==> src/hw/pmr_params.svh <==
// Constants for the coding sublayer management registers and their serial access.
// Notes on behaviour
// - Control register comes out of reset holding 0x1140.
// - Writing one to control bit 15 resets the coding sublayer logic.
// - Control bit 14 drives the loopback wrap output high when set.
// - Speed bits read fixed: bit 13 zero, bit 6 one; writes ignored.
// - Control bit 12 enables auto-negotiation when one.
// - Control bit 11, power-down, is read-only zero.
// - Control bit 10, isolate, is read-only zero.
// - Writing one to control bit 9 restarts auto-negotiation.
// - Bit 8 selects full duplex; bit 7 enables the collision signal test.
// - Expansion register at 0x06 resets to 0x0004; bit 2 reads one.
// - Expansion bit 1 reads one once a new partner page has arrived.
// - Extended status at 0x0F resets to 0xC000; bits 15 and 14 read one.
// - Extended status bits 13 to 0 read zero.
// - Partner base page at 0x05 is read-only, resets to zero, holds received word.
// - Partner page bit 15 is next page, bit 14 is acknowledge.
// - Partner page bits 13:12 carry the partner remote fault code.
// - Partner page bits 8:7 carry the partner pause ability code.
// - Partner page bits 6 and 5 are half and full duplex; bits 4:0 read zero.
// - Management frames answer only at PHY address 0x01.
`ifndef PMR_PARAMS_SVH
`define PMR_PARAMS_SVH

`define PMR_PHY_ADDR      5'h01
`define PMR_ADDR_CTRL     5'h00
`define PMR_ADDR_LP_BASE  5'h05
`define PMR_ADDR_EXPAND   5'h06
`define PMR_ADDR_EXT_STAT 5'h0F

`define PMR_CTRL_RESET    16'h1140
`define PMR_CTRL_RW_MASK  16'h5180
`define PMR_CTRL_FIXED    16'h0040
`define PMR_EXPAND_RESET  16'h0004
`define PMR_EXT_RESET     16'hC000
`define PMR_LP_RESET      16'h0000
`define PMR_LP_MASK       16'hF1E0

`define PMR_BIT_RESET     4'hF
`define PMR_BIT_LOOPBACK  4'hE
`define PMR_BIT_AN_EN     4'hC
`define PMR_BIT_RESTART   4'h9
`define PMR_BIT_DUPLEX    4'h8
`define PMR_BIT_COL_TEST  4'h7
`define PMR_BIT_PAGE_RX   4'h1

`define PMR_PREAMBLE_LEN  6'h20
`define PMR_HDR_LAST      6'h0C
`define PMR_DATA_LAST     6'h0F
`define PMR_OP_READ       2'h2
`define PMR_OP_WRITE      2'h1

`endif

==> src/hw/pmr_pkg.sv <==
// Types shared by the management register block.
package pmr_pkg;
    typedef enum logic [3:0] {
        PMR_ST_PRE  = 4'h1,
        PMR_ST_HDR  = 4'h2,
        PMR_ST_TA   = 4'h4,
        PMR_ST_DATA = 4'h8
    } pmr_frame_state_t;
endpackage : pmr_pkg

==> src/hw/pmr_regbus_if.sv <==
// Internal register access path between the frame engine and the register bank.
`timescale 1ns/1ns
interface pmr_regbus_if;
    logic        rd_stb;
    logic        wr_stb;
    logic [4:0]  addr;
    logic [15:0] wdata;
    logic [15:0] rdata;

    modport engine (output rd_stb, output wr_stb, output addr, output wdata, input rdata);
    modport bank   (input rd_stb, input wr_stb, input addr, input wdata, output rdata);
endinterface : pmr_regbus_if

==> src/hw/pmr_mgmt_top.sv <==
// Management register block with its serial management frame engine.
`timescale 1ns/1ns
`include "pmr_params.svh"
module pmr_mgmt_top (
    input  wire logic        clk_in,
    input  wire logic        rst_n_in,
    input  wire logic        ten_bit_interface_mode_in,
    input  wire logic        mgmt_clock_bit_in,
    input  wire logic        mgmt_data_bit_in,
    output logic             mgmt_data_bit_out,
    output logic             mgmt_data_oe_n_out,
    input  wire logic [15:0] page_word_in,
    input  wire logic        page_rx_in,
    output logic             loopback_wrap_output_out,
    output logic             pcs_reset_out,
    output logic             an_enable_out,
    output logic             an_restart_out,
    output logic             full_duplex_out,
    output logic             col_test_out
);
    pmr_regbus_if bus ();

    logic [1:0]                pin_lvl;
    logic                      mdc_prev_r;
    logic                      rise;
    logic                      din;
    pmr_pkg::pmr_frame_state_t state_r;
    logic [5:0]                cnt_r;
    logic [11:0]               hdr_r;
    logic [12:0]               hdr_full;
    logic                      is_rd_r;
    logic [15:0]               tx_r;
    logic [15:0]               wdata_r;
    logic [4:0]                addr_r;
    logic                      rd_stb_r;
    logic                      wr_stb_r;
    logic                      hdr_ok;

    pmr_sync3 #(.W(2)) u_sync (
        .clk_in    (clk_in),
        .rst_n_in  (rst_n_in),
        .async_in  ({mgmt_clock_bit_in, mgmt_data_bit_in}),
        .level_out (pin_lvl)
    );

    assign din      = pin_lvl[0];
    assign rise     = pin_lvl[1] && !mdc_prev_r;
    assign hdr_full = {hdr_r, din};
    // Start bit one, our address, a known opcode, and only in ten-bit interface mode.
    assign hdr_ok   = hdr_full[12] && (hdr_full[9:5] == `PMR_PHY_ADDR) &&
                      ten_bit_interface_mode_in &&
                      (hdr_full[11:10] == `PMR_OP_READ || hdr_full[11:10] == `PMR_OP_WRITE);

    always_ff @(posedge clk_in or negedge rst_n_in) begin
        if (!rst_n_in) begin
            mdc_prev_r <= 1'b0;
        end else begin
            mdc_prev_r <= pin_lvl[1];
        end
    end

    // Frame sequencing; every field is sampled on a rising management clock edge.
    always_ff @(posedge clk_in or negedge rst_n_in) begin
        if (!rst_n_in) begin
            state_r <= pmr_pkg::PMR_ST_PRE;
            cnt_r   <= 6'h00;
            hdr_r   <= 12'h000;
            is_rd_r <= 1'b0;
            addr_r  <= 5'h00;
        end else if (rise) begin
            unique case (state_r)
                pmr_pkg::PMR_ST_PRE: begin
                    if (din) begin
                        if (cnt_r != `PMR_PREAMBLE_LEN) begin
                            cnt_r <= cnt_r + 6'h01;
                        end
                    end else if (cnt_r == `PMR_PREAMBLE_LEN) begin
                        state_r <= pmr_pkg::PMR_ST_HDR;
                        cnt_r   <= 6'h00;
                    end else begin
                        cnt_r <= 6'h00;
                    end
                end
                pmr_pkg::PMR_ST_HDR: begin
                    hdr_r <= hdr_full[11:0];
                    if (cnt_r == `PMR_HDR_LAST) begin
                        cnt_r   <= 6'h00;
                        is_rd_r <= (hdr_full[11:10] == `PMR_OP_READ);
                        addr_r  <= hdr_full[4:0];
                        state_r <= hdr_ok ? pmr_pkg::PMR_ST_TA : pmr_pkg::PMR_ST_PRE;
                    end else begin
                        cnt_r <= cnt_r + 6'h01;
                    end
                end
                pmr_pkg::PMR_ST_TA: begin
                    if (cnt_r == 6'h01) begin
                        state_r <= pmr_pkg::PMR_ST_DATA;
                        cnt_r   <= 6'h00;
                    end else begin
                        cnt_r <= cnt_r + 6'h01;
                    end
                end
                pmr_pkg::PMR_ST_DATA: begin
                    // A fresh preamble is required for each frame: no suppression.
                    if (cnt_r == `PMR_DATA_LAST) begin
                        state_r <= pmr_pkg::PMR_ST_PRE;
                        cnt_r   <= 6'h00;
                    end else begin
                        cnt_r <= cnt_r + 6'h01;
                    end
                end
            endcase
        end
    end

    // Strobes toward the bank last one clock cycle each.
    always_ff @(posedge clk_in or negedge rst_n_in) begin
        if (!rst_n_in) begin
            rd_stb_r <= 1'b0;
            wr_stb_r <= 1'b0;
        end else begin
            rd_stb_r <= rise && state_r == pmr_pkg::PMR_ST_HDR && cnt_r == `PMR_HDR_LAST &&
                        hdr_ok && hdr_full[11:10] == `PMR_OP_READ;
            wr_stb_r <= rise && state_r == pmr_pkg::PMR_ST_DATA &&
                        cnt_r == `PMR_DATA_LAST && !is_rd_r;
        end
    end

    always_ff @(posedge clk_in or negedge rst_n_in) begin
        if (!rst_n_in) begin
            wdata_r <= 16'h0000;
        end else if (rise && state_r == pmr_pkg::PMR_ST_DATA && !is_rd_r) begin
            wdata_r <= {wdata_r[14:0], din};
        end
    end

    // Read data is latched in the strobe cycle, before clear-on-read bits drop.
    // The host samples on its rising edge, so the device changes the line just after one.
    always_ff @(posedge clk_in or negedge rst_n_in) begin
        if (!rst_n_in) begin
            tx_r               <= 16'h0000;
            mgmt_data_bit_out  <= 1'b1;
            mgmt_data_oe_n_out <= 1'b1;
        end else if (rd_stb_r) begin
            tx_r <= bus.rdata;
        end else if (rise && is_rd_r) begin
            if (state_r == pmr_pkg::PMR_ST_TA && cnt_r == 6'h00) begin
                mgmt_data_bit_out  <= 1'b0;
                mgmt_data_oe_n_out <= 1'b0;
            end else if (state_r == pmr_pkg::PMR_ST_DATA && cnt_r == `PMR_DATA_LAST) begin
                mgmt_data_bit_out  <= 1'b1;
                mgmt_data_oe_n_out <= 1'b1;
            end else if (state_r == pmr_pkg::PMR_ST_TA || state_r == pmr_pkg::PMR_ST_DATA) begin
                mgmt_data_bit_out <= tx_r[15];
                tx_r              <= {tx_r[14:0], 1'b0};
            end
        end
    end

    assign bus.rd_stb = rd_stb_r;
    assign bus.wr_stb = wr_stb_r;
    assign bus.addr   = addr_r;
    assign bus.wdata  = wdata_r;

    pmr_reg_bank u_bank (
        .clk_in                   (clk_in),
        .rst_n_in                 (rst_n_in),
        .bus                      (bus.bank),
        .page_word_in             (page_word_in),
        .page_rx_in               (page_rx_in),
        .loopback_wrap_output_out (loopback_wrap_output_out),
        .pcs_reset_out            (pcs_reset_out),
        .an_enable_out            (an_enable_out),
        .an_restart_out           (an_restart_out),
        .full_duplex_out          (full_duplex_out),
        .col_test_out             (col_test_out)
    );

    property p_foreign_addr;
        @(posedge clk_in) disable iff (!rst_n_in)
        (rise && state_r == pmr_pkg::PMR_ST_HDR && cnt_r == 6'h0C && hdr_full[9:5] != 5'h01)
            |=> (state_r == pmr_pkg::PMR_ST_PRE) && !rd_stb_r;
    endproperty
    a_foreign_addr: assert property (p_foreign_addr)
        else $error("Frame for another address was taken.");

    property p_mode_gate;
        @(posedge clk_in) disable iff (!rst_n_in)
        (rise && state_r == pmr_pkg::PMR_ST_HDR && cnt_r == 6'h0C && !ten_bit_interface_mode_in)
            |=> (state_r == pmr_pkg::PMR_ST_PRE);
    endproperty
    a_mode_gate: assert property (p_mode_gate)
        else $error("Frame taken outside ten-bit interface mode.");

    property p_turnaround_zero;
        @(posedge clk_in) disable iff (!rst_n_in)
        $fell(mgmt_data_oe_n_out) |-> !mgmt_data_bit_out && state_r == pmr_pkg::PMR_ST_TA;
    endproperty
    a_turnaround_zero: assert property (p_turnaround_zero)
        else $error("Turnaround did not drive zero.");

    property p_no_drive_on_write;
        @(posedge clk_in) disable iff (!rst_n_in)
        !is_rd_r |-> mgmt_data_oe_n_out;
    endproperty
    a_no_drive_on_write: assert property (p_no_drive_on_write)
        else $error("Data line driven during a write frame.");
endmodule : pmr_mgmt_top

==> src/hw/pmr_sync3.sv <==
// Three-stage input synchroniser that accepts a change once stages two and three agree.
`timescale 1ns/1ns
module pmr_sync3 #(
    parameter int W = 2
) (
    input  wire logic         clk_in,
    input  wire logic         rst_n_in,
    input  wire logic [W-1:0] async_in,
    output logic      [W-1:0] level_out
);
    logic [W-1:0] s1_r;
    logic [W-1:0] s2_r;
    logic [W-1:0] s3_r;

    genvar i;
    generate
        for (i = 0; i < W; i++) begin : g_bit
            always_ff @(posedge clk_in or negedge rst_n_in) begin
                if (!rst_n_in) begin
                    s1_r[i]      <= 1'b0;
                    s2_r[i]      <= 1'b0;
                    s3_r[i]      <= 1'b0;
                    level_out[i] <= 1'b0;
                end else begin
                    s1_r[i] <= async_in[i];
                    s2_r[i] <= s1_r[i];
                    s3_r[i] <= s2_r[i];
                    if (s2_r[i] == s3_r[i]) begin
                        level_out[i] <= s3_r[i];
                    end
                end
            end
        end
    endgenerate
endmodule : pmr_sync3

==> src/hw/pmr_reg_bank.sv <==
// Register bank: control, partner base page, expansion and extended status.
`timescale 1ns/1ns
`include "pmr_params.svh"
module pmr_reg_bank (
    input  wire logic        clk_in,
    input  wire logic        rst_n_in,
    pmr_regbus_if.bank       bus,
    input  wire logic [15:0] page_word_in,
    input  wire logic        page_rx_in,
    output logic             loopback_wrap_output_out,
    output logic             pcs_reset_out,
    output logic             an_enable_out,
    output logic             an_restart_out,
    output logic             full_duplex_out,
    output logic             col_test_out
);
    logic [15:0] ctrl_rw_r;
    logic [15:0] lp_page_r;
    logic        page_rcvd_r;
    logic        ctrl_wr;
    logic        soft_rst;
    logic [15:0] ctrl_view;
    logic [15:0] expand_view;

    assign ctrl_wr  = bus.wr_stb && (bus.addr == `PMR_ADDR_CTRL);
    assign soft_rst = ctrl_wr && bus.wdata[`PMR_BIT_RESET];

    // Only the writable bits are stored, so the fixed and self-clearing bits cannot drift.
    always_ff @(posedge clk_in or negedge rst_n_in) begin
        if (!rst_n_in) begin
            ctrl_rw_r <= `PMR_CTRL_RESET & `PMR_CTRL_RW_MASK;
        end else if (soft_rst) begin
            ctrl_rw_r <= `PMR_CTRL_RESET & `PMR_CTRL_RW_MASK;
        end else if (ctrl_wr) begin
            ctrl_rw_r <= bus.wdata & `PMR_CTRL_RW_MASK;
        end
    end

    always_ff @(posedge clk_in or negedge rst_n_in) begin
        if (!rst_n_in) begin
            pcs_reset_out  <= 1'b0;
            an_restart_out <= 1'b0;
        end else begin
            pcs_reset_out  <= soft_rst;
            an_restart_out <= ctrl_wr && bus.wdata[`PMR_BIT_RESTART];
        end
    end

    always_ff @(posedge clk_in or negedge rst_n_in) begin
        if (!rst_n_in) begin
            lp_page_r <= `PMR_LP_RESET;
        end else if (page_rx_in) begin
            lp_page_r <= page_word_in & `PMR_LP_MASK;
        end else if (soft_rst) begin
            lp_page_r <= `PMR_LP_RESET;
        end
    end

    // A page that lands in the cycle of the clearing read stays flagged.
    always_ff @(posedge clk_in or negedge rst_n_in) begin
        if (!rst_n_in) begin
            page_rcvd_r <= 1'b0;
        end else if (page_rx_in) begin
            page_rcvd_r <= 1'b1;
        end else if (soft_rst || (bus.rd_stb && bus.addr == `PMR_ADDR_EXPAND)) begin
            page_rcvd_r <= 1'b0;
        end
    end

    assign ctrl_view   = ctrl_rw_r | `PMR_CTRL_FIXED;
    assign expand_view = `PMR_EXPAND_RESET | {14'h0000, page_rcvd_r, 1'b0};

    always_comb begin
        unique case (bus.addr)
            `PMR_ADDR_CTRL:     bus.rdata = ctrl_view;
            `PMR_ADDR_LP_BASE:  bus.rdata = lp_page_r;
            `PMR_ADDR_EXPAND:   bus.rdata = expand_view;
            `PMR_ADDR_EXT_STAT: bus.rdata = `PMR_EXT_RESET;
            default:            bus.rdata = 16'h0000;
        endcase
    end

    assign loopback_wrap_output_out = ctrl_rw_r[`PMR_BIT_LOOPBACK];
    assign an_enable_out            = ctrl_rw_r[`PMR_BIT_AN_EN];
    assign full_duplex_out          = ctrl_rw_r[`PMR_BIT_DUPLEX];
    assign col_test_out             = ctrl_rw_r[`PMR_BIT_COL_TEST];

    property p_soft_reset_value;
        @(posedge clk_in) disable iff (!rst_n_in)
        soft_rst |=> (ctrl_view == `PMR_CTRL_RESET) && pcs_reset_out;
    endproperty
    a_soft_reset_value: assert property (p_soft_reset_value)
        else $error("Control did not return to its default after soft reset.");

    property p_wrap_follows;
        @(posedge clk_in) disable iff (!rst_n_in)
        (ctrl_wr && !soft_rst) |=> (loopback_wrap_output_out == $past(bus.wdata[14]));
    endproperty
    a_wrap_follows: assert property (p_wrap_follows)
        else $error("Wrap output does not follow control bit 14.");

    property p_fixed_bits;
        @(posedge clk_in) disable iff (!rst_n_in)
        !ctrl_view[13] && (ctrl_view[11:9] == 3'h0) && ctrl_view[6] && !ctrl_view[15];
    endproperty
    a_fixed_bits: assert property (p_fixed_bits)
        else $error("A fixed or self-clearing control bit read wrong.");

    property p_restart_pulse;
        @(posedge clk_in) disable iff (!rst_n_in)
        (ctrl_wr && bus.wdata[9]) |=> an_restart_out ##1 !an_restart_out;
    endproperty
    a_restart_pulse: assert property (p_restart_pulse)
        else $error("Restart pulse missing or too long.");

    property p_page_flag;
        @(posedge clk_in) disable iff (!rst_n_in)
        page_rx_in |=> expand_view[1] && (lp_page_r == ($past(page_word_in) & 16'hF1E0));
    endproperty
    a_page_flag: assert property (p_page_flag)
        else $error("Received page not flagged or not stored.");

    property p_static_regs;
        @(posedge clk_in) disable iff (!rst_n_in)
        (bus.addr == `PMR_ADDR_EXT_STAT) |-> (bus.rdata == 16'hC000);
    endproperty
    a_static_regs: assert property (p_static_regs)
        else $error("Extended status reads wrong.");
endmodule : pmr_reg_bank

==> config.mk <==
export PLATFORM = sky130hd
export DESIGN_NAME = pmr_mgmt_top
export DESIGN_NICKNAME = d
export VERILOG_FILES = /design/src/hw/pmr_pkg.sv /design/src/hw/pmr_regbus_if.sv /design/src/hw/pmr_mgmt_top.sv /design/src/hw/pmr_sync3.sv /design/src/hw/pmr_reg_bank.sv
export VERILOG_INCLUDE_DIRS = /design/src /design/src/hw
export SDC_FILE = /design/constraint.sdc
export NUM_CORES = 1
export LEC_CHECK = 0
export BUFFER_PORTS_ARGS = -buffer_cell sky130_fd_sc_hd__buf_2
export CAP_MARGIN = 5
export CORE_UTILIZATION = 60
export DETAILED_ROUTE_END_ITERATION = 8
export PLACE_DENSITY = 0.78
export SLEW_MARGIN = 20
export SYNTH_ARGS = -nofsm -noshare
export SYNTH_HDL_FRONTEND = slang
export SYNTH_HIERARCHICAL = 1
export SYNTH_SLANG_ARGS = --single-unit
==> constraint.sdc <==
create_clock -name clk_in -period 2.3 [get_ports clk_in]
set_input_delay 0.23 -clock clk_in [delete_from_list [all_inputs] [get_ports clk_in]]
set_output_delay 0.23 -clock clk_in [all_outputs]
set_load 0.05 [all_outputs]
==> impl_metrics.tcl <==
set metrics [dict create \
    fin_crit_sh 0.963 \
    hp-class "in2reg" \
    clockBufferDepth 2 \
    avgViaCountPerCell 6.05 \
    routed_wl_um 7420 \
    reg2regPathDepth 7 \
    setup_ws_ps 84.6 \
    final_layout_size_suffix_gt1_frac 0.290 \
    fmaxAchievable_ghz 0.451 \
    dr.pass1.iters 7 \
    rows 29 \
    start_util 0.635 \
    critical_path_class "reg2reg" \
    netlist_instances 330 \
    portBuffers 21 \
    period_needed_ps 2220 \
    setup_viol 0 \
    place_ws_ps 108 \
    synth_area_um2 4130 \
    worst_clock_skew_ps 7.58 \
    track_usage 0.228 \
    violations "design-rule violations" \
    gp_congestion 0.855 \
    dpl_cell_area_um2 4300 \
    rrSetupSlack_ps 80 \
    coreArea_um2 6490 \
    fin_setup_tns_ps 0 \
    wl_per_cell_um 16.8 \
    p_sw_mw 1.02 \
    synth.largest_area_cell "dfrtp_1" \
    ant_nets 0 \
    slew_viol_final 0 \
    grt_max_degree 49 \
    hold_slack_ps 99.7 \
    synth-main-ff-cell "dfrtp_1" \
    slew_headroom 0.583 \
    syn_avg_cell_area_um2 12.5 \
    worstMarginPinSlew_ps 622 \
    cp_cell_sequence "inv_1 -> ha_1 -> or3b_1 -> o41ai_2 -> nand4_2 -> a21oi_4 -> mux2_4" \
    grt-ovfl-total 0 \
    critPathMaxStageDelay_ps 420 \
    hpwl_um 5140 \
    die_w_um 84.9 \
    antenna_cells 0 \
    instances_no_fill 443 \
    synth_cell_type_count 66 \
    ys_seq_area_frac 0.535 \
    peakVddDrop_v 0.000550 \
    hold_violations 0 \
    seqPwrFrac 0.503 \
    p_comb_frac 0.157 \
    synthArstFlopShare 1.00 \
    worstHoldStart "page_word_in[8]" \
    switching_share 0.281 \
    htreeDepth 3 \
    worst_ep_required_time_ps 2590 \
    areaGrowthSynthToFinish_pct 11.2 \
    r2r-start "cnt_r[0]" \
    final_area_um2 4590 \
    drc 1 \
    dpl.cell_count 424 \
    drt_iter0_drc 142 \
    clock-root-buffer "clkbuf_8" \
    worstSetupEndpointType "flop" \
    synth_common_cells "dfrtp_1 (83), mux2_2 (24), nor3b_1 (18), a221o_1 (14)" \
    yosysTopAreaCellShare 0.503 \
    cts_tree "built" \
    clock-sinks 88 \
    pwr-share-clk 0.340 \
    die_h_um 84.9 \
    worstHoldPathCells 2 \
    grt_pass1_wl_um 12600 \
    die_area_um2 7210 \
    post-route-util 0.706 \
    clk_latency_ps 360 \
    clk_pin_slew_ps 90 \
    antenna_found_initial 0 \
    yosysMostFrequentCell "dfrtp_1" \
    cp-start-kind "flop" \
    cap_violations 0 \
    vias 2680 \
    io_pins 30 \
    yosys-top-cells-area "dfrtp_1 (50%), mux2_2 (6.5%), mux2_4 (4.0%)" \
    hold_path_end "u_bank/lp_page_r[8]" \
    power_density_nw_per_um2 793 \
    finalPower_mw 3.64 \
    yosysWarnings 6 \
    arrival_ps 2500 \
    numCtsBuffers 9 \
    cpMaxStageDelayCell "dfrtp_1" \
    outcome "complete, but fails checks" \
    nets 387 \
    postCtsSetupBuffers 0 \
    synth_edf_count 0 \
    ys_seq_elements 88 \
    cellLeakagePower_nw 2.14 \
    p_int_mw 2.61 \
    critPathMaxFanout 4 \
    rr_endpoint "state_r[0]" \
    grt_pass1_vias 2689 \
]
## layout make-up
type | count | area [um^2]
Sequential cell | 88 | 2210
Clock buffer | 10 | 138
Fill cell | 442 | 1910
Multi-Input combinational cell | 217 | 1790
Timing Repair Buffer | 35 | 224
Tap cell | 77 | 96.3
Clock inverter | 6 | 97.6
Inverter | 10 | 37.5
## power groups by stage
stage | registers [mW] | clock network [mW] | logic (mW)
after floorplan | 1.80 | 0 | 0.437
after global placement | 1.85 | 0 | 0.527
after detailed placement | 1.86 | 0 | 0.557
after CTS | 1.83 | 1.26 | 0.563
after global routing | 1.86 | 1.32 | 0.624
final | 1.83 | 1.23 | 0.571
## repair_timing
item / 4_1_cts / 5_1_grt
setup endpoints to repair: 0 / 5
endpoints found under the hold margin: 45 / 0
hold buffers: 3 / 0
resized for setup: 0 / 3
## per-layer routing
layer | vias up | GRT usage | part of all wire
met1 | 1350 | 0.304 | 0.46
li1 | 1271 | - | -
met5 | - | 0 | 0
met4 | 0 | 0.0801 | 0.014
met3 | 9 | 0.0584 | 0.035
met2 | 50 | 0.369 | 0.49
## worst max path at each step
stage | from | to | slack (ps) | cells past startpoint
floorplan | cnt_r[0] | tx_r[10] | 250 | 7
global placement | cnt_r[0] | state_r[0] | 170 | 7
detailed placement | cnt_r[1] | state_r[0] | 110 | 7
CTS | cnt_r[0] | state_r[0] | 90 | 7
global route | cnt_r[0] | tx_r[10] | -10 | 7
finish | cnt_r[0] | state_r[0] | 80 | 7
## state kept, by name, summed over array words and instances (netlist names), 2 cells and up
name and cells:
u_sync/s2_r 2, addr_r 5, hdr_r 12, u_bank/lp_page_r 8, u_bank/ctrl_rw_r 4, state_r 4
u_sync/s3_r 2, u_sync/s1_r 2, tx_r 16, bus.wdata 16, u_sync/level_out 2, cnt_r 6
## cells in the final DEF, fill, tap and decap left out, drive strengths merged, types with 3 or more instances in the layout
cell,Yosys,layout
nand4,3,3
conb,1,6
nor2b,12,12
dlygate4sd3,0,3
or2,3,3
a31oi,3,3
dfrtp,83,83
a21oi,10,10
and2,5,5
a22o,12,12
nor3b,18,18
a31o,3,3
mux2i,3,3
a221o,14,14
dfstp,5,5
nand3,7,7
clkbuf,4,10
nand2,14,14
inv,10,13
o21ai,11,11
mux2,36,36
nor4b,5,5
buf,16,32
ha,4,4
nor2,13,13
## cells by family after synthesis
group / count (synthesis) / share of synthesized area
AO/OA/AOI/OAI: 66 / 0.129
XOR/XNOR: 3 / 0.00637
adder cells (fa/ha/maj): 6 / 0.0176
buffers and inverters: 30 / 0.0403
flip-flops: 88 / 0.535
multiplexers: 39 / 0.116
other: 1 / 0.000909
AND/OR/NAND/NOR: 97 / 0.155
## critical path, delay by kind of cell, from the launching register on
kind            cells  cell delay (ps)
compound gates      2              500
fa+ha+maj           1              180
buf+inv             1              110
flops               1              420
mux                 1              310
simple gates        2              630
Note: power is estimated with default switching activity, not from simulation.
